==> src/shared/bridge_seq_pkg.sv <==
// constants shared by the full-bridge drive sequencer and its turn-on timer
// Contract
// toggle flip-flop alternates diagonal pairs each oscillator pulse
// each bridge drive on slightly under half period
// phase modulator sets diagonal overlap, hence duty
// pulse one: passive high, active low, rectifier two
// modulator trip: active low off, rectifier one on
// active high on after leg reaches input rail
// oscillator pulse: passive high, rectifier two off
// passive low on after leg nears ground
// pulse two end: mirrored active transition, low on
// missing zero-voltage event: force turn-on after timeout
// line sense tied high: fixed per-leg delays
// never both switches of one leg on
`default_nettype none
package bridge_seq_pkg;

  // timing
  localparam int CLK_PERIOD_NS        = 10;   // 100 MHz system clock
  localparam int DEFAULT_TIMEOUT_NS   = 400;  // turn-on timeout with program input at zero
  localparam int DEFAULT_TIMEOUT_CYCLES = DEFAULT_TIMEOUT_NS / CLK_PERIOD_NS;

  // widths
  localparam int DELAY_W = 8;                 // delay and timeout counters, in cycles

  // leg indices
  localparam int LEG_ACTIVE  = 0;
  localparam int LEG_PASSIVE = 1;
  localparam int LEG_COUNT   = 2;

  // reset values
  localparam logic DRIVE_RESET = 1'h0;        // all drives off
  localparam logic PHASE_RESET = 1'h0;        // first diagonal pair

endpackage
`default_nettype wire

==> src/design/zvs_turn_on_timer.sv <==
// per-leg turn-on delay: zero-voltage sense, fixed delay or timeout
`timescale 1ns/10ps
`default_nettype none
module zvs_turn_on_timer #(
  parameter int DELAY_W = bridge_seq_pkg::DELAY_W
) (
  // clocking
  input  wire logic               clk,
  input  wire logic               rst,
  input  wire logic               clk_en,
  // control
  input  wire logic               clear,
  input  wire logic               start,
  input  wire logic               want_high,
  // sensing and programming
  input  wire logic               sense,
  input  wire logic               fixed_mode,
  input  wire logic [DELAY_W-1:0] fixed_delay,
  input  wire logic [DELAY_W-1:0] max_delay,
  // result
  output logic                    fire,
  output logic                    forced
);

  logic               busy;        // waiting for turn-on condition
  logic [DELAY_W-1:0] count;       // cycles spent waiting
  logic [DELAY_W-1:0] limit;       // effective timeout
  logic               sense_ok;    // leg has reached target rail
  logic               time_up;     // timeout reached
  logic               done;        // any turn-on condition

  // zero program value selects the open-input default
  assign limit    = (max_delay == '0) ?
                    DELAY_W'(bridge_seq_pkg::DEFAULT_TIMEOUT_CYCLES) : max_delay;
  assign time_up  = (count >= limit);
  // fixed mode ignores the leg sense and waits the programmed count
  assign sense_ok = fixed_mode ? (count >= fixed_delay)
                               : (sense == want_high);
  assign done     = sense_ok | time_up;

  // wait, then give one fire pulse
  always_ff @(posedge clk)
  begin
    if (rst || clear)
    begin
      busy   <= 1'h0;
      count  <= '0;
      fire   <= 1'h0;
      forced <= 1'h0;
    end
    else if (clk_en)
    begin
      fire   <= 1'h0;
      forced <= 1'h0;
      if (start)
      begin
        // restart: drive was just released
        busy  <= 1'h1;
        count <= '0;
      end
      else if (busy && done)
      begin
        busy   <= 1'h0;
        fire   <= 1'h1;
        forced <= ~sense_ok;
      end
      else if (busy)
      begin
        count <= count + 1'h1;
      end
    end
  end

endmodule
`default_nettype wire

==> src/design/phase_shift_bridge_sequencer.sv <==
// six-output phase-shifted full-bridge drive sequencer
`timescale 1ns/10ps
`default_nettype none
module phase_shift_bridge_sequencer #(
  parameter int DELAY_W = bridge_seq_pkg::DELAY_W
) (
  // clocking
  input  wire logic               clk,
  input  wire logic               rst,
  input  wire logic               clk_en,
  // control events
  input  wire logic               chip_enable,
  input  wire logic               osc_pulse,
  input  wire logic               modulator_trip,
  // zero-voltage sensing
  input  wire logic               active_leg_sense,
  input  wire logic               passive_leg_sense,
  input  wire logic               line_sense_input,
  // delay programming
  input  wire logic [DELAY_W-1:0] timeout_program_input,
  input  wire logic [DELAY_W-1:0] active_fixed_delay,
  input  wire logic [DELAY_W-1:0] passive_fixed_delay,
  // gate drives
  output logic                    passive_high_drive,
  output logic                    passive_low_drive,
  output logic                    active_high_drive,
  output logic                    active_low_drive,
  output logic                    rectifier_one_drive,
  output logic                    rectifier_two_drive,
  // status
  output logic                    bridge_phase,
  output logic                    zero_voltage_turn_on,
  output logic                    forced_turn_on
);

  // sequencer states
  typedef enum logic [1:0] {
    st_off,
    st_power,
    st_freewheel
  } seq_state_t;

  seq_state_t state;                     // current operating state
  logic       start_ev;                  // enable seen while idle
  logic       osc_ev;                    // oscillator pulse while running
  logic       end_pulse;                 // power pulse ends now
  logic       clear_all;                 // chip disabled

  // per-leg arrays, index by package leg constants
  logic [1:0] leg_start;                 // leg drive released, start timer
  logic [1:0] leg_want;                  // target side at timer start
  logic [1:0] want_q;                    // held target side
  logic [1:0] leg_fire;                  // timer says turn on
  logic [1:0] leg_forced;                // turn-on came from timeout
  logic [1:0] leg_sense;                 // leg sense inputs
  logic [1:0] leg_high;                  // high-side drive flops
  logic [1:0] leg_low;                   // low-side drive flops
  logic [DELAY_W-1:0] leg_fixed [2];     // fixed delay per leg

  // event decode
  assign clear_all = ~chip_enable;
  assign start_ev  = chip_enable & (state == st_off);
  assign osc_ev    = chip_enable & osc_pulse & (state != st_off);
  // trip, or the oscillator arriving first, ends the pulse
  assign end_pulse = chip_enable & (state == st_power)
                   & (modulator_trip | osc_pulse);

  // leg wiring
  assign leg_sense[bridge_seq_pkg::LEG_ACTIVE]  = active_leg_sense;
  assign leg_sense[bridge_seq_pkg::LEG_PASSIVE] = passive_leg_sense;
  assign leg_fixed[bridge_seq_pkg::LEG_ACTIVE]  = active_fixed_delay;
  assign leg_fixed[bridge_seq_pkg::LEG_PASSIVE] = passive_fixed_delay;

  // active leg releases on pulse end, passive on oscillator pulse
  assign leg_start[bridge_seq_pkg::LEG_ACTIVE]  = end_pulse;
  assign leg_start[bridge_seq_pkg::LEG_PASSIVE] = osc_ev;
  // phase 0: active goes low to high, passive high to low
  assign leg_want[bridge_seq_pkg::LEG_ACTIVE]   = ~bridge_phase;
  assign leg_want[bridge_seq_pkg::LEG_PASSIVE]  = bridge_phase;

  // operating state
  always_ff @(posedge clk)
  begin
    if (rst)
    begin
      state <= st_off;
    end
    else if (clk_en)
    begin
      if (clear_all)
      begin
        // disable drops to idle
        state <= st_off;
      end
      else if (start_ev || osc_ev)
      begin
        // new power pulse begins
        state <= st_power;
      end
      else if (end_pulse)
      begin
        // freewheel until the oscillator ends the half period
        state <= st_freewheel;
      end
      else
      begin
        state <= state;
      end
    end
  end

  // toggle flip-flop selecting the diagonal pair
  always_ff @(posedge clk)
  begin
    if (rst)
    begin
      bridge_phase <= bridge_seq_pkg::PHASE_RESET;
    end
    else if (clk_en)
    begin
      if (start_ev)
      begin
        bridge_phase <= bridge_seq_pkg::PHASE_RESET;
      end
      else if (osc_ev)
      begin
        bridge_phase <= ~bridge_phase;
      end
    end
  end

  // per-leg drive flops and turn-on timers
  genvar g;
  generate
    for (g = 0; g < bridge_seq_pkg::LEG_COUNT; g++)
    begin : leg
      // target side kept for the timer
      always_ff @(posedge clk)
      begin
        if (rst)
        begin
          want_q[g] <= 1'h0;
        end
        else if (clk_en && leg_start[g])
        begin
          want_q[g] <= leg_want[g];
        end
      end

      // high and low drives of this leg
      always_ff @(posedge clk)
      begin
        if (rst)
        begin
          leg_high[g] <= bridge_seq_pkg::DRIVE_RESET;
          leg_low[g]  <= bridge_seq_pkg::DRIVE_RESET;
        end
        else if (clk_en)
        begin
          if (clear_all)
          begin
            // both off together, never one-sided
            leg_high[g] <= 1'h0;
            leg_low[g]  <= 1'h0;
          end
          else if (start_ev)
          begin
            // pulse one: passive high, active low
            leg_high[g] <= (g == bridge_seq_pkg::LEG_PASSIVE);
            leg_low[g]  <= (g == bridge_seq_pkg::LEG_ACTIVE);
          end
          else if (leg_start[g])
          begin
            // release: the on switch turns off, dead time follows
            leg_high[g] <= 1'h0;
            leg_low[g]  <= 1'h0;
          end
          else if (leg_fire[g] && want_q[g] && !leg_low[g])
          begin
            leg_high[g] <= 1'h1;
          end
          else if (leg_fire[g] && !want_q[g] && !leg_high[g])
          begin
            leg_low[g] <= 1'h1;
          end
        end
      end

      // waits for zero voltage, fixed delay or timeout
      zvs_turn_on_timer #(
        .DELAY_W     (DELAY_W)
      ) timer (
        .clk         (clk),
        .rst         (rst),
        .clk_en      (clk_en),
        .clear       (clear_all),
        .start       (leg_start[g]),
        .want_high   (want_q[g]),
        .sense       (leg_sense[g]),
        .fixed_mode  (line_sense_input),
        .fixed_delay (leg_fixed[g]),
        .max_delay   (timeout_program_input),
        .fire        (leg_fire[g]),
        .forced      (leg_forced[g])
      );
    end
  endgenerate

  // drive outputs straight from the leg flops
  assign passive_high_drive = leg_high[bridge_seq_pkg::LEG_PASSIVE];
  assign passive_low_drive  = leg_low[bridge_seq_pkg::LEG_PASSIVE];
  assign active_high_drive  = leg_high[bridge_seq_pkg::LEG_ACTIVE];
  assign active_low_drive   = leg_low[bridge_seq_pkg::LEG_ACTIVE];

  // rectifier one: on at pulse-one end, off at pulse-two oscillator edge
  always_ff @(posedge clk)
  begin
    if (rst)
    begin
      rectifier_one_drive <= bridge_seq_pkg::DRIVE_RESET;
    end
    else if (clk_en)
    begin
      if (clear_all || start_ev)
      begin
        rectifier_one_drive <= 1'h0;
      end
      else if (end_pulse && !bridge_phase)
      begin
        rectifier_one_drive <= 1'h1;
      end
      else if (osc_ev && bridge_phase)
      begin
        rectifier_one_drive <= 1'h0;
      end
    end
  end

  // rectifier two: mirror of rectifier one
  always_ff @(posedge clk)
  begin
    if (rst)
    begin
      rectifier_two_drive <= bridge_seq_pkg::DRIVE_RESET;
    end
    else if (clk_en)
    begin
      if (clear_all)
      begin
        rectifier_two_drive <= 1'h0;
      end
      else if (start_ev)
      begin
        rectifier_two_drive <= 1'h1;
      end
      else if (end_pulse && bridge_phase)
      begin
        rectifier_two_drive <= 1'h1;
      end
      else if (osc_ev && !bridge_phase)
      begin
        rectifier_two_drive <= 1'h0;
      end
    end
  end

  // turn-on status pulses, sensed versus forced
  always_ff @(posedge clk)
  begin
    if (rst)
    begin
      zero_voltage_turn_on <= 1'h0;
      forced_turn_on       <= 1'h0;
    end
    else if (clk_en)
    begin
      // a disable in the fire cycle cancels the turn-on, so no status
      zero_voltage_turn_on <= ~clear_all & |(leg_fire & ~leg_forced);
      forced_turn_on       <= ~clear_all & |(leg_fire & leg_forced);
    end
  end

endmodule
`default_nettype wire

==> config.mk <==
export PLATFORM = sky130hd
export DESIGN_NAME = phase_shift_bridge_sequencer
export DESIGN_NICKNAME = d
export VERILOG_FILES = /design/src/shared/bridge_seq_pkg.sv /design/src/design/zvs_turn_on_timer.sv /design/src/design/phase_shift_bridge_sequencer.sv
export SDC_FILE = /design/constraint.sdc
export NUM_CORES = 1
export LEC_CHECK = 0
export BUFFER_PORTS_ARGS = -buffer_cell sky130_fd_sc_hd__buf_2
export CAP_MARGIN = 20
export CORE_ASPECT_RATIO = 1.4
export CORE_MARGIN = 2
export CORE_UTILIZATION = 55
export CTS_BUF_LIST = sky130_fd_sc_hd__clkbuf_8
export CTS_CLUSTER_DIAMETER = 30
export CTS_CLUSTER_SIZE = 20
export DETAILED_ROUTE_END_ITERATION = 8
export PLACE_DENSITY_LB_ADDON = 0.15
export SLEW_MARGIN = 30
export SYNTH_ARGS = -nofsm -noshare
export SYNTH_HDL_FRONTEND = slang
export SYNTH_SLANG_ARGS = --single-unit
==> constraint.sdc <==
create_clock -name clk -period 2.9 [get_ports clk]
set_input_delay 0.29 -clock clk [delete_from_list [all_inputs] [get_ports clk]]
set_output_delay 0.29 -clock clk [all_outputs]
set_load 0.02 [all_outputs]
# == Word-level counts from Yosys, hierarchy flattened ==
# Cells that the tools add are included.
# word_totals
ff_bits,35
inputBits,33
wordCells,156
# classes
order_cmp,4
muxes,51
reduce_logical,49
n_eq_ne,13
bitwise_logic,17
add_sub_neg,2
# op_table
op,n
$mux W8,7
$mux W1,41
$ge A8 B8 Y1,4
$ne A4 B1 Y1 const B,5
$add A8 B1 Y8 const B,2
$logic_and A1 B1 Y1,16
$reduce_and A2 Y1,8
$reduce_and A3 Y1,4
$reduce_bool A2 Y1,6
$logic_not A8 Y1,1
$ne A4 B4 Y1 const B,2
$and A1 B1 Y1,7
$logic_not A1 Y1,7
$mux W2,3
$and A2 B2 Y2,2
$ne A2 B2 Y1 const B,2
$not A1 Y1,4
$reduce_or A2 Y1,2
$logic_or A1 B1 Y1,3
$ne A3 B1 Y1 const B,1
$or A1 B1 Y1,3
$reduce_bool A3 Y1,1
$eq A1 B1 Y1,2
$eq A2 B1 Y1 const B,1
2 further kinds,2

# == Logic depth before layout (Yosys ltp) ==
# Gate-level depths: netlist of the first run.
# depth
depth_word,8
depth_mapped,10

# == Modules after synthesis ==
# A second synthesis of the first run with hierarchy kept.
# unflattened
hier_cells,381
hier_area_um2,2846.5
# modules_own_cells
module,cells_per_inst,instances,area_each_um2
zvs_turn_on_timer,147,2,1068.5
phase_shift_bridge_sequencer,87,1,709.4

# == Least setup slack after synthesis of the first run ==
# No wires, ideal clock.
# synth_path
path_type,input-to-reg
from,in timeout_program_input[6]
to,reg leg[0].timer.count[2]
slack_ns,0.250
path_buffers,0
path_stages,10
t_required_ns,2.843
arrival_time_ns,2.593
setup_time_ns,0.057
path_cell_list,or4_1 -> nor3_1 -> a21oi_1 -> ha_1 -> and3_1 -> a221oi_1 -> o21ai_1 -> a2111o_1 -> a21oi_1 -> a21o_1
# synth_via
elab_chain_len,7
# synth_rtl
element,line,rtl
"start, declared",phase_shift_bridge_sequencer.sv:20,"input wire logic [DELAY_W-1:0] timeout_program_input,"
$logic_not A8 Y1,zvs_turn_on_timer.sv:33,assign limit = (max_delay == '0) ?
$mux W8 (*),zvs_turn_on_timer.sv:33,
$ge A8 B8 Y1 (*),zvs_turn_on_timer.sv:35,assign time_up = (count >= limit);
$or A1 B1 Y1 (*),zvs_turn_on_timer.sv:39,assign done = sense_ok | time_up;
$logic_and A1 B1 Y1 (*),zvs_turn_on_timer.sv:61,else if (busy && done)
$ne A2 B2 Y1 (no line) (*),-,
$reduce_and A3 Y1 (no line) (*),-,
"end signal, assigned",zvs_turn_on_timer.sv:69,count <= count + 1'h1;
"end, declared",zvs_turn_on_timer.sv:26,logic [DELAY_W-1:0] count;
# Mark *: on every way between the ends. The rest lies on a longest branch, timed or not.
# A chain may end at the register's enable or synchronous reset.

# == Worst setup path after layout of the first run ==
# layout_path
from,in timeout_program_input[6]
to,reg leg[1].timer.count[1]
# layout_via
elab_chain_len,7
# layout_rtl
element,line
$logic_not A8 Y1,zvs_turn_on_timer.sv:33
$mux W8 (*),zvs_turn_on_timer.sv:33
$ge A8 B8 Y1 (*),zvs_turn_on_timer.sv:35
$or A1 B1 Y1 (*),zvs_turn_on_timer.sv:39
$logic_and A1 B1 Y1 (*),zvs_turn_on_timer.sv:61
$ne A2 B2 Y1 (no line) (*),-
$reduce_and A3 Y1 (no line) (*),-
"end signal, assigned",zvs_turn_on_timer.sv:69
"end, declared",zvs_turn_on_timer.sv:26
# Marked as above.

==> results of run 1 <==
## sequential cells by signal (all words and copies together) (netlist names), 2 cells and up
register          flops
leg.timer.count      16
leg.timer.busy        2
leg.timer.fire        2
leg.timer.forced      2
state                 2
want_q                2
## cells in the final DEF, fill, tap and decap left out, drive strengths merged, types with 2 or more instances in the layout
cell type,count
dfxtp,35
o31ai,2
or3,3
and3,5
nand3,17
or2,5
a211oi,3
o22a,2
xnor2,5
o21a,5
nor2,27
xor2,2
nand2b,14
ha,34
o21ai,11
a31oi,2
buf,44
nand2,19
inv,35
a21o,9
o2bb2ai,4
and2,2
a21oi,26
a22o,4
a2111oi,2
clkbuf,5
a211o,3
a221oi,2
nor3,7
o211ai,4
## final cells by class
cell class	count	area, µm²
Clock buffer	5	68.8
Clock inverter	3	12.5
Fill cell	434	1600
Inverter	33	124
Multi-Input combinational cell	234	1650
Sequential cell	35	701
Tap cell	62	77.6
Timing Repair Buffer	44	228
## cells by family (layout without fill, tap and decap cells)
family | count (synthesis) | count (layout)
AOI/OAI and AO/OA | 91 | 91
xor gates and xnor gates | 7 | 7
adders and majority gates | 34 | 34
buffers and inverters | 40 | 85
DFF | 35 | 35
and+or+nand+nor | 102 | 102
## through the flow
| step | std cells | TNS, ns | setup slack [ns] |
|---|---|---|---|
| finish | 416 | 0 | 0.227 |
| global route | 416 | 0 | 0.0425 |
| CTS | 416 | 0 | 0.246 |
| detailed placement | 408 | -0.217 | -0.0636 |
| global placement | 408 | 0 | 0.00272 |
| floorplan | 309 | 0 | 0.250 |
## worst max-delay path, delay by kind of cell
kind,cells,cell delay (ns)
AO/OA/AOI/OAI,6,1.40
AND/OR/NAND/NOR,3,0.85
adder cells (fa/ha/maj),1,0.21
buffers and inverters,1,0.10
## layer usage
metal	share of wire	vias to the layer above	track usage	routed length, µm
li1	-	1199	-	-
met1	0.42	1092	0.276	2390
met2	0.53	44	0.424	3040
met3	0.027	10	0.0419	153
met4	0.024	0	0.0870	140
met5	0	-	0	0
## worst max path at each step
stage                             startpoint                     to  slack (ns)  depth (start not counted)
floorplan           timeout_program_input[6]  leg[0].timer.count[2]        0.25                         10
global placement    timeout_program_input[6]  leg[0].timer.count[5]       0.003                         11
detailed placement  timeout_program_input[6]  leg[0].timer.count[5]       -0.06                         11
CTS                 timeout_program_input[6]  leg[1].timer.count[1]        0.25                         11
global route        timeout_program_input[6]  leg[1].timer.count[1]        0.04                         11
finish              timeout_program_input[6]  leg[1].timer.count[1]        0.23                         11
## power by group through the flow
stage,sequential [W],combinational [W],clock (W)
finish,0.000491,0.000136,0.000343
global placement,0.000502,0.000133,0
floorplan,0.000506,0.0000825,0
detailed placement,0.000502,0.000136,0
CTS,0.000491,0.000137,0.000348
global route,0.000491,0.000155,0.000372
==> impl_metrics.env, run 1 <==
export IMPL_io_pins=42
export IMPL_drt_iter0_drc=92
export IMPL_r2r_cells=8
export IMPL_outcome="complete, no violations"
export IMPL_swShare=0.271
export IMPL_min_period_ns=2.67
export IMPL_placed_area_um2=2780
export IMPL_die_area_um2=5120
export IMPL_die_h_um=83.9
export IMPL_worstMarginPinSlew_ns=0.506
export IMPL_grt_pass1_vias=2297
export IMPL_synth_ff_type="dfxtp_1"
export IMPL_p_clk_frac=0.353
export IMPL_ys_warn_count=0
export IMPL_r2r_slack_ns=0.48
export IMPL_critPathLaunchType="input pin"
export IMPL_worstReg2RegStart="leg[0].timer.count[0]"
export IMPL_hold_ws_ns=0.328
export IMPL_final_core_utilization=0.642
export IMPL_n_antenna_cell=0
export IMPL_ctsResizeCount=0
export IMPL_port_buffers=41
export IMPL_hpwl_um=4480
export IMPL_grt_total_usage=0.241
export IMPL_vias=2345
export IMPL_fin_area_um2=2870
export IMPL_synthTopCellsByCount="35 x dfxtp_1, 34 x ha_1, 33 x inv_1"
export IMPL_grt_max_degree=34
export IMPL_synth_nets=376
export IMPL_setup_viol=0
export IMPL_hold_violations=0
export IMPL_timing_rr_end="leg[0].timer.count[4]"
export IMPL_synthDistinctLibCells=51
export IMPL_gp_congestion=0.828
export IMPL_synth_edf_count=0
export IMPL_post_synth_top_count_cell="dfxtp_1"
export IMPL_worstSetupPathType="input pin to register"
export IMPL_fin_worst_skew_ns=0.00555
export IMPL_hold_depth=2
export IMPL_power_w=0.000970
export IMPL_dr_pass1_iters=4
export IMPL_synth_cells=309
export IMPL_clk_path_buf_depth=2
export IMPL_core_area_um2=4460
export IMPL_ys_ff_latch=35
export IMPL_synth_xor_area_frac=0.0245
export IMPL_crit_fanout=7
export IMPL_synth_top_area_frac=0.279
export IMPL_synth_top_family_by_area="compound AO/OA/AOI/OAI gates"
export IMPL_power_switching_w=0.000263
export IMPL_synth_compound_area_share=0.263
export IMPL_syn_avg_cell_area_um2=8.11
export IMPL_holdPathEnd="want_q[0]"
export IMPL_viasPerCell=5.64
export IMPL_root_buffer="clkbuf_8"
export IMPL_min_delay_start="rst"
export IMPL_power_density_nw_per_um2=338
export IMPL_cts_hold_buf=0
export IMPL_critPathCaptureType="register"
export IMPL_synth_area_um2=2510
export IMPL_seq_power_share=0.506
export IMPL_path_cells="buf_2 -> or4_1 -> nor3_1 -> a21oi_1 -> ha_1 -> a211oi_1 -> o21ai_1 -> a21oi_1 -> nand3_1 -> o211a_1 -> a22o_1"
export IMPL_grt_pass1_wl_um=9660
export IMPL_layout_nets=420
export IMPL_start_util=0.562
export IMPL_min_period_over_period=0.922
export IMPL_synthArstFlopShare=0
export IMPL_cts_setup_buffers=0
export IMPL_wire_per_inst_um=13.7
export IMPL_synth_area_leaders="dfxtp_1 28%, ha_1 17%, a21oi_1 5.2%"
export IMPL_slew_viol_final=0
export IMPL_gr_total_overflow=0
export IMPL_slowest_stage="or4_1"
export IMPL_arrival_ns=2.85
export IMPL_rsz0062_at_grt="false"
export IMPL_drive_above_1_share=0.169
export IMPL_ant_nets=0
export IMPL_synthMuxAreaShare=0
export IMPL_worstSkewPairLatency_ns=0.29
export IMPL_hold_path_class="input pin to register"
export IMPL_crit_top_cell="a21oi_1"
export IMPL_htree_num_levels=2
export IMPL_cts_tree="yes"
export IMPL_synth_adder_area_share=0.170
export IMPL_area_growth_pct=14.3
export IMPL_max_stage_delay_ns=0.51
export IMPL_antenna_found_initial=0
export IMPL_combPwrFrac=0.141
export IMPL_cts_num_sinks=35
export IMPL_max_cap_viol_count=0
export IMPL_drc_errors=0
export IMPL_peakVddDrop_uv=332
export IMPL_p_int_w=0.000707
export IMPL_fmax_ghz=0.374
export IMPL_crit_required_ns=3.08
export IMPL_leakagePower_nw=1.37
export IMPL_synth_top_cell_by_area="dfxtp_1"
export IMPL_yosysSeqAreaShare=0.279
export IMPL_slew_headroom=0.657
export IMPL_numCtsBuffers=5
export IMPL_wl_um=5720
export IMPL_yosys_area_share_simple=0.203
export IMPL_die_x_um=61.1
export IMPL_placementRows=29
export IMPL_clk_pin_slew_ns=0.07
Power figures use the tool's default switching activity.
==> run 2: changes to the inputs <==
--- a/config.mk
+++ b/config.mk
@@ -5,6 +5,8 @@
 export SDC_FILE = /design/constraint.sdc
 export NUM_CORES = 1
 export LEC_CHECK = 0
+export ABC_AREA = 1
+export ABC_CLOCK_PERIOD_IN_PS = 2900
 export BUFFER_PORTS_ARGS = -buffer_cell sky130_fd_sc_hd__buf_2
 export CAP_MARGIN = 20
 export CORE_ASPECT_RATIO = 1.4
==> impl_metrics.env, run 2 <==
export IMPL_outcome="complete, no violations"
export IMPL_leakagePower_nw=1.65
export IMPL_synthDistinctLibCells=34
export IMPL_power_w=0.000982
export IMPL_drive_above_1_share=0.154
export IMPL_ys_warn_count=0
export IMPL_largest_register="leg.timer.count"
export IMPL_p_int_w=0.000704
export IMPL_slew_viol_final=0
export IMPL_final_cell_mix="92 x nand2_1, 62 x inv_1, 42 x a21oi_1"
export IMPL_peakVddDrop_uv=283
export IMPL_yosysSeqAreaShare=0.257
export IMPL_critPathLaunchType="input pin"
export IMPL_viasPerCell=5.21
export IMPL_synth_area_um2=2730
export IMPL_slew_headroom=0.693
export IMPL_cts_num_sinks=35
export IMPL_gp_congestion=0.862
export IMPL_drt_iter0_drc=70
export IMPL_hpwl_um=4850
export IMPL_core_area_um2=4800
export IMPL_worstMarginPinSlew_ns=0.460
export IMPL_crit_required_ns=3.09
export IMPL_synth_top_area_frac=0.257
export IMPL_largest_reg_flops=16
export IMPL_dp_cells=510
export IMPL_rsz0062_at_grt="false"
export IMPL_final_common_cell="nand2_1"
export IMPL_grt_max_degree=15
export IMPL_cts_setup_buffers=0
export IMPL_syn_avg_cell_area_um2=6.64
export IMPL_power_switching_w=0.000278
export IMPL_numCtsBuffers=5
export IMPL_post_synth_top_count_cell="nand2_1"
export IMPL_port_buffers=41
export IMPL_fin_worst_skew_ns=0.0113
export IMPL_gr_total_overflow=0
export IMPL_crit_fanout=14
export IMPL_worstReg2RegStart="leg[0].timer.count[3]"
export IMPL_synthTopCellsByCount="92 x nand2_1, 62 x inv_1, 42 x a21oi_1"
export IMPL_final_core_utilization=0.637
export IMPL_grt_pass1_vias=2476
export IMPL_seq_power_share=0.502
export IMPL_die_area_um2=5550
export IMPL_n_antenna_cell=0
export IMPL_worstSkewPairLatency_ns=0.29
export IMPL_fmax_ghz=0.433
export IMPL_clk_pin_slew_ns=0.07
export IMPL_cts_tree="yes"
export IMPL_grt_total_usage=0.236
export IMPL_tns_ns=0
export IMPL_die_h_um=87.3
export IMPL_start_util=0.568
export IMPL_antenna_found_initial=0
export IMPL_hold_violations=0
export IMPL_setup_viol=0
export IMPL_wire_per_inst_um=11.9
export IMPL_ant_nets=0
export IMPL_critPathCaptureType="register"
export IMPL_synth_cells=411
export IMPL_clk_path_buf_depth=2
export IMPL_worstSetupPathType="input pin to register"
export IMPL_min_period_ns=2.31
export IMPL_placementRows=30
export IMPL_synth_area_leaders="dfxtp_1 26%, ha_1 16%, nand2_1 13%"
export IMPL_vias=2699
export IMPL_combPwrFrac=0.146
export IMPL_critPathLaunch="timeout_program_input[0]"
export IMPL_cts_hold_buf=0
export IMPL_grt_pass1_wl_um=10400
export IMPL_synth_top_cell_by_area="dfxtp_1"
export IMPL_htree_num_levels=2
export IMPL_hold_path_class="input pin to register"
export IMPL_fin_cells=518
export IMPL_ctsResizeCount=0
export IMPL_min_period_over_period=0.797
export IMPL_synthArstFlopShare=0
export IMPL_p_clk_frac=0.352
export IMPL_synth_nets=478
export IMPL_wl_um=6180
export IMPL_n_fill_cell=504
export IMPL_synth_ff_type="dfxtp_1"
export IMPL_ys_ff_latch=35
export IMPL_max_cap_viol_count=0
export IMPL_io_pins=42
export IMPL_min_delay_start="rst"
export IMPL_root_buffer="clkbuf_8"
export IMPL_synth_edf_count=0
export IMPL_swShare=0.283
export IMPL_area_growth_pct=12.2
export IMPL_power_density_nw_per_um2=321
export IMPL_arrival_ns=2.50
export IMPL_die_x_um=63.5
export IMPL_drc_errors=0
export IMPL_layout_nets=520
export IMPL_dr_pass1_iters=4
run 2: path summary, 6_finish.rpt:
check,cells after the start,slack [ns],endpoint
hold reg to reg,2,0.46,zero_voltage_turn_on
hold / removal,2,0.28,state[0]
setup reg to reg,11,0.92,leg[0].timer.count[0]
setup / recovery,13,0.59,leg[1].timer.count[5]
run 2: worst max-delay path, stage by stage:
cell,delay (ns)
buf_2,0.12
or4_1,0.52
nor2_1,0.13
nor2_1,0.08
ha_1,0.30
a21oi_1,0.14
nand2_1,0.07
nand2_1,0.06
nand2_1,0.06
nor2_2,0.17
nand3_2,0.29
a21oi_1,0.22
nor2_1,0.06
run 2: logic make-up after synthesis:
kind of cell             count (synthesis)  share of synthesized area
XOR/XNOR                                 6                     0.0193
AO/OA/AOI/OAI                           68                      0.137
buffers and inverters                   78                      0.115
AND/OR/NAND/NOR                        190                      0.317
flip-flops                              35                      0.257
adder cells (fa/ha/maj)                 34                      0.156
run 2: final cells by class:
class	instances	area, µm²	area share
clock inverter	3	15.0	0.00490
multi-input combinational	298	1720	0.560
tap	64	80.1	0.0262
sequential	35	701	0.229
timing repair buffer	42	213	0.0695
clock buffer	5	68.8	0.0225
inverter	71	269	0.0879
run 2: metrics by stage:
step / worst slack [ns] / hold slack [ns] / area, µm²
global route: 0.366 / 0.288 / 3060
global placement: 0.351 / 0.452 / 2980
detailed placement: 0.324 / 0.458 / 2980
floorplan: 0.661 / 0.436 / 2730
CTS: 0.624 / 0.270 / 3060
finish: 0.588 / 0.276 / 3060
run 2: routing by layer:
metal  GRT usage  vias to the layer above  wire length [µm]
met3      0.0246                       16               204
li1            -                     1420                 -
met2       0.447                       51              3110
met4       0.111                        0               180
met1       0.261                     1212              2690
met5           0                        -                 0
run 2: power groups by stage:
stage	sequential, W	combinational, W	clock [W]
after global routing	0.000493	0.000164	0.000370
final	0.000493	0.000143	0.000346
after CTS	0.000493	0.000144	0.000356
after floorplan	0.000508	0.0000889	0
after global placement	0.000504	0.000141	0
after detailed placement	0.000504	0.000143	0
==> run 3: changes to the inputs <==
--- a/config.mk
+++ b/config.mk
@@ -6,7 +6,7 @@
 export NUM_CORES = 1
 export LEC_CHECK = 0
 export ABC_AREA = 1
-export ABC_CLOCK_PERIOD_IN_PS = 2900
+export ABC_CLOCK_PERIOD_IN_PS = 2400
 export BUFFER_PORTS_ARGS = -buffer_cell sky130_fd_sc_hd__buf_2
 export CAP_MARGIN = 20
 export CORE_ASPECT_RATIO = 1.4
==> constraint.sdc (replaced) <==
create_clock -name clk -period 2.4 [get_ports clk]
set_input_delay 0.24 -clock clk [delete_from_list [all_inputs] [get_ports clk]]
set_output_delay 0.24 -clock clk [all_outputs]
set_load 0.02 [all_outputs]
==> impl_metrics.env, run 3 (same netlist as run 2, synthesis figures left out) <==
export IMPL_crit_required_ns=2.59
export IMPL_crit_fanout=14
export IMPL_final_common_cell="nand2_1"
export IMPL_root_buffer="clkbuf_8"
export IMPL_viasPerCell=5.30
export IMPL_die_area_um2=5550
export IMPL_power_w=0.00120
export IMPL_grt_pass1_wl_um=10800
export IMPL_setup_viol=0
export IMPL_die_x_um=63.5
export IMPL_final_core_utilization=0.643
export IMPL_slew_headroom=0.711
export IMPL_outcome="complete, no violations"
export IMPL_cts_setup_buffers=0
export IMPL_critPathCaptureType="register"
export IMPL_core_area_um2=4800
export IMPL_drc_errors=0
export IMPL_fin_cells=521
export IMPL_vias=2763
export IMPL_peakVddDrop_uv=379
export IMPL_final_cell_mix="92 x nand2_1, 62 x inv_1, 42 x a21oi_1"
export IMPL_dp_cells=513
export IMPL_drive_above_1_share=0.160
export IMPL_grt_total_usage=0.246
export IMPL_drt_iter0_drc=90
export IMPL_worstSetupPathType="input pin to register"
export IMPL_grt_max_degree=15
export IMPL_dr_pass1_iters=4
export IMPL_htree_num_levels=2
export IMPL_wire_per_inst_um=12.2
export IMPL_antenna_found_initial=0
export IMPL_leakagePower_nw=1.66
export IMPL_io_pins=42
export IMPL_min_period_ns=2.11
export IMPL_numCtsBuffers=5
export IMPL_fmax_ghz=0.473
export IMPL_worstSkewPairLatency_ns=0.30
export IMPL_min_period_over_period=0.880
export IMPL_arrival_ns=2.31
export IMPL_hold_path_class="input pin to register"
export IMPL_clk_pin_slew_ns=0.07
export IMPL_hpwl_um=4900
export IMPL_largest_reg_flops=16
export IMPL_wl_um=6380
export IMPL_max_cap_viol_count=0
export IMPL_cts_hold_buf=0
export IMPL_clk_path_buf_depth=2
export IMPL_largest_register="leg.timer.count"
export IMPL_hold_violations=0
export IMPL_layout_nets=523
export IMPL_gp_congestion=0.877
export IMPL_grt_pass1_vias=2651
export IMPL_n_fill_cell=513
export IMPL_slew_viol_final=0
export IMPL_worstMarginPinSlew_ns=0.433
export IMPL_rsz0062_at_grt="false"
export IMPL_placementRows=30
export IMPL_cts_num_sinks=35
export IMPL_n_antenna_cell=0
export IMPL_area_growth_pct=13.3
export IMPL_critPathLaunchType="input pin"
export IMPL_gr_total_overflow=0
export IMPL_cts_tree="yes"
export IMPL_port_buffers=41
export IMPL_power_density_nw_per_um2=389
export IMPL_start_util=0.568
export IMPL_ant_nets=0
export IMPL_hold_ws_ns=0.219
export IMPL_die_h_um=87.3
export IMPL_fin_worst_skew_ns=0.00924
export IMPL_tns_ns=0
-- run 3: changes by cell type in the layout (fill, tap and decap cells not counted), sizes merged --
cell,previous run,this run
buf,42,45
-- run 3: area by class of cell --
| type | count | area [µm²] | share of cell area |
|---|---|---|---|
| clock inverters | 3 | 15.0 | 0.00486 |
| repair buffers | 45 | 235 | 0.0761 |
| multi-input cells | 298 | 1720 | 0.557 |
| inverters | 71 | 269 | 0.0870 |
| well taps | 64 | 80.1 | 0.0259 |
| clock buffers | 5 | 68.8 | 0.0223 |
| flip-flops and latches | 35 | 701 | 0.227 |
-- run 3: path summary, 6_finish.rpt --
path                                               start               endpoint  slack [ns]  cells after the start
worst min register to register            forced_turn_on         forced_turn_on        0.47                      2
worst max-delay path            timeout_program_input[0]  leg[1].timer.count[4]        0.29                     15
worst max register to register     leg[1].timer.count[3]  leg[1].timer.count[4]        0.53                     11
worst min-delay path                                 rst              want_q[0]        0.22                      2
-- run 3: what timing repair did --
action | in CTS | in global routing
setup endpoints to repair | 0 | 8
hold endpoints to repair | 0 | 0
gates resized for setup | 0 | 1
-- run 3: critical path, cell delays in order --
cell and delay, ns:
buf_2 0.10, or4_1 0.51, nor2_1 0.13, nor2_1 0.08, ha_1 0.29, nand2_1 0.08, inv_2 0.04, nand2_1 0.05
nand2_1 0.04, nand2_1 0.05, nand2_1 0.06, nor2_2 0.20, nand3_4 0.19, a21oi_1 0.18, nor2_1 0.06
-- run 3: power breakdown --
group,internal (W),switching (W)
Clock,0.000199,0.000234
Combinational,0.0000653,0.000110
Sequential,0.000588,0.00000775
-- run 3: stage by stage --
step           area (µm²)  setup slack, ns
2_1_floorplan        2730            0.211
3_3_place_gp         3000          -0.0167
3_5_place_dp         3000          -0.0902
4_1_cts              3080            0.217
5_1_grt              3090          0.00520
6_report             3090            0.288
-- run 3: per-layer routing --
layer	share of wire	wire, µm	GRT usage	vias to the layer above
li1	-	-	-	1438
met1	0.41	2620	0.262	1235
met2	0.52	3300	0.465	74
met3	0.041	261	0.0298	16
met4	0.031	197	0.134	0
met5	0	0	0	-
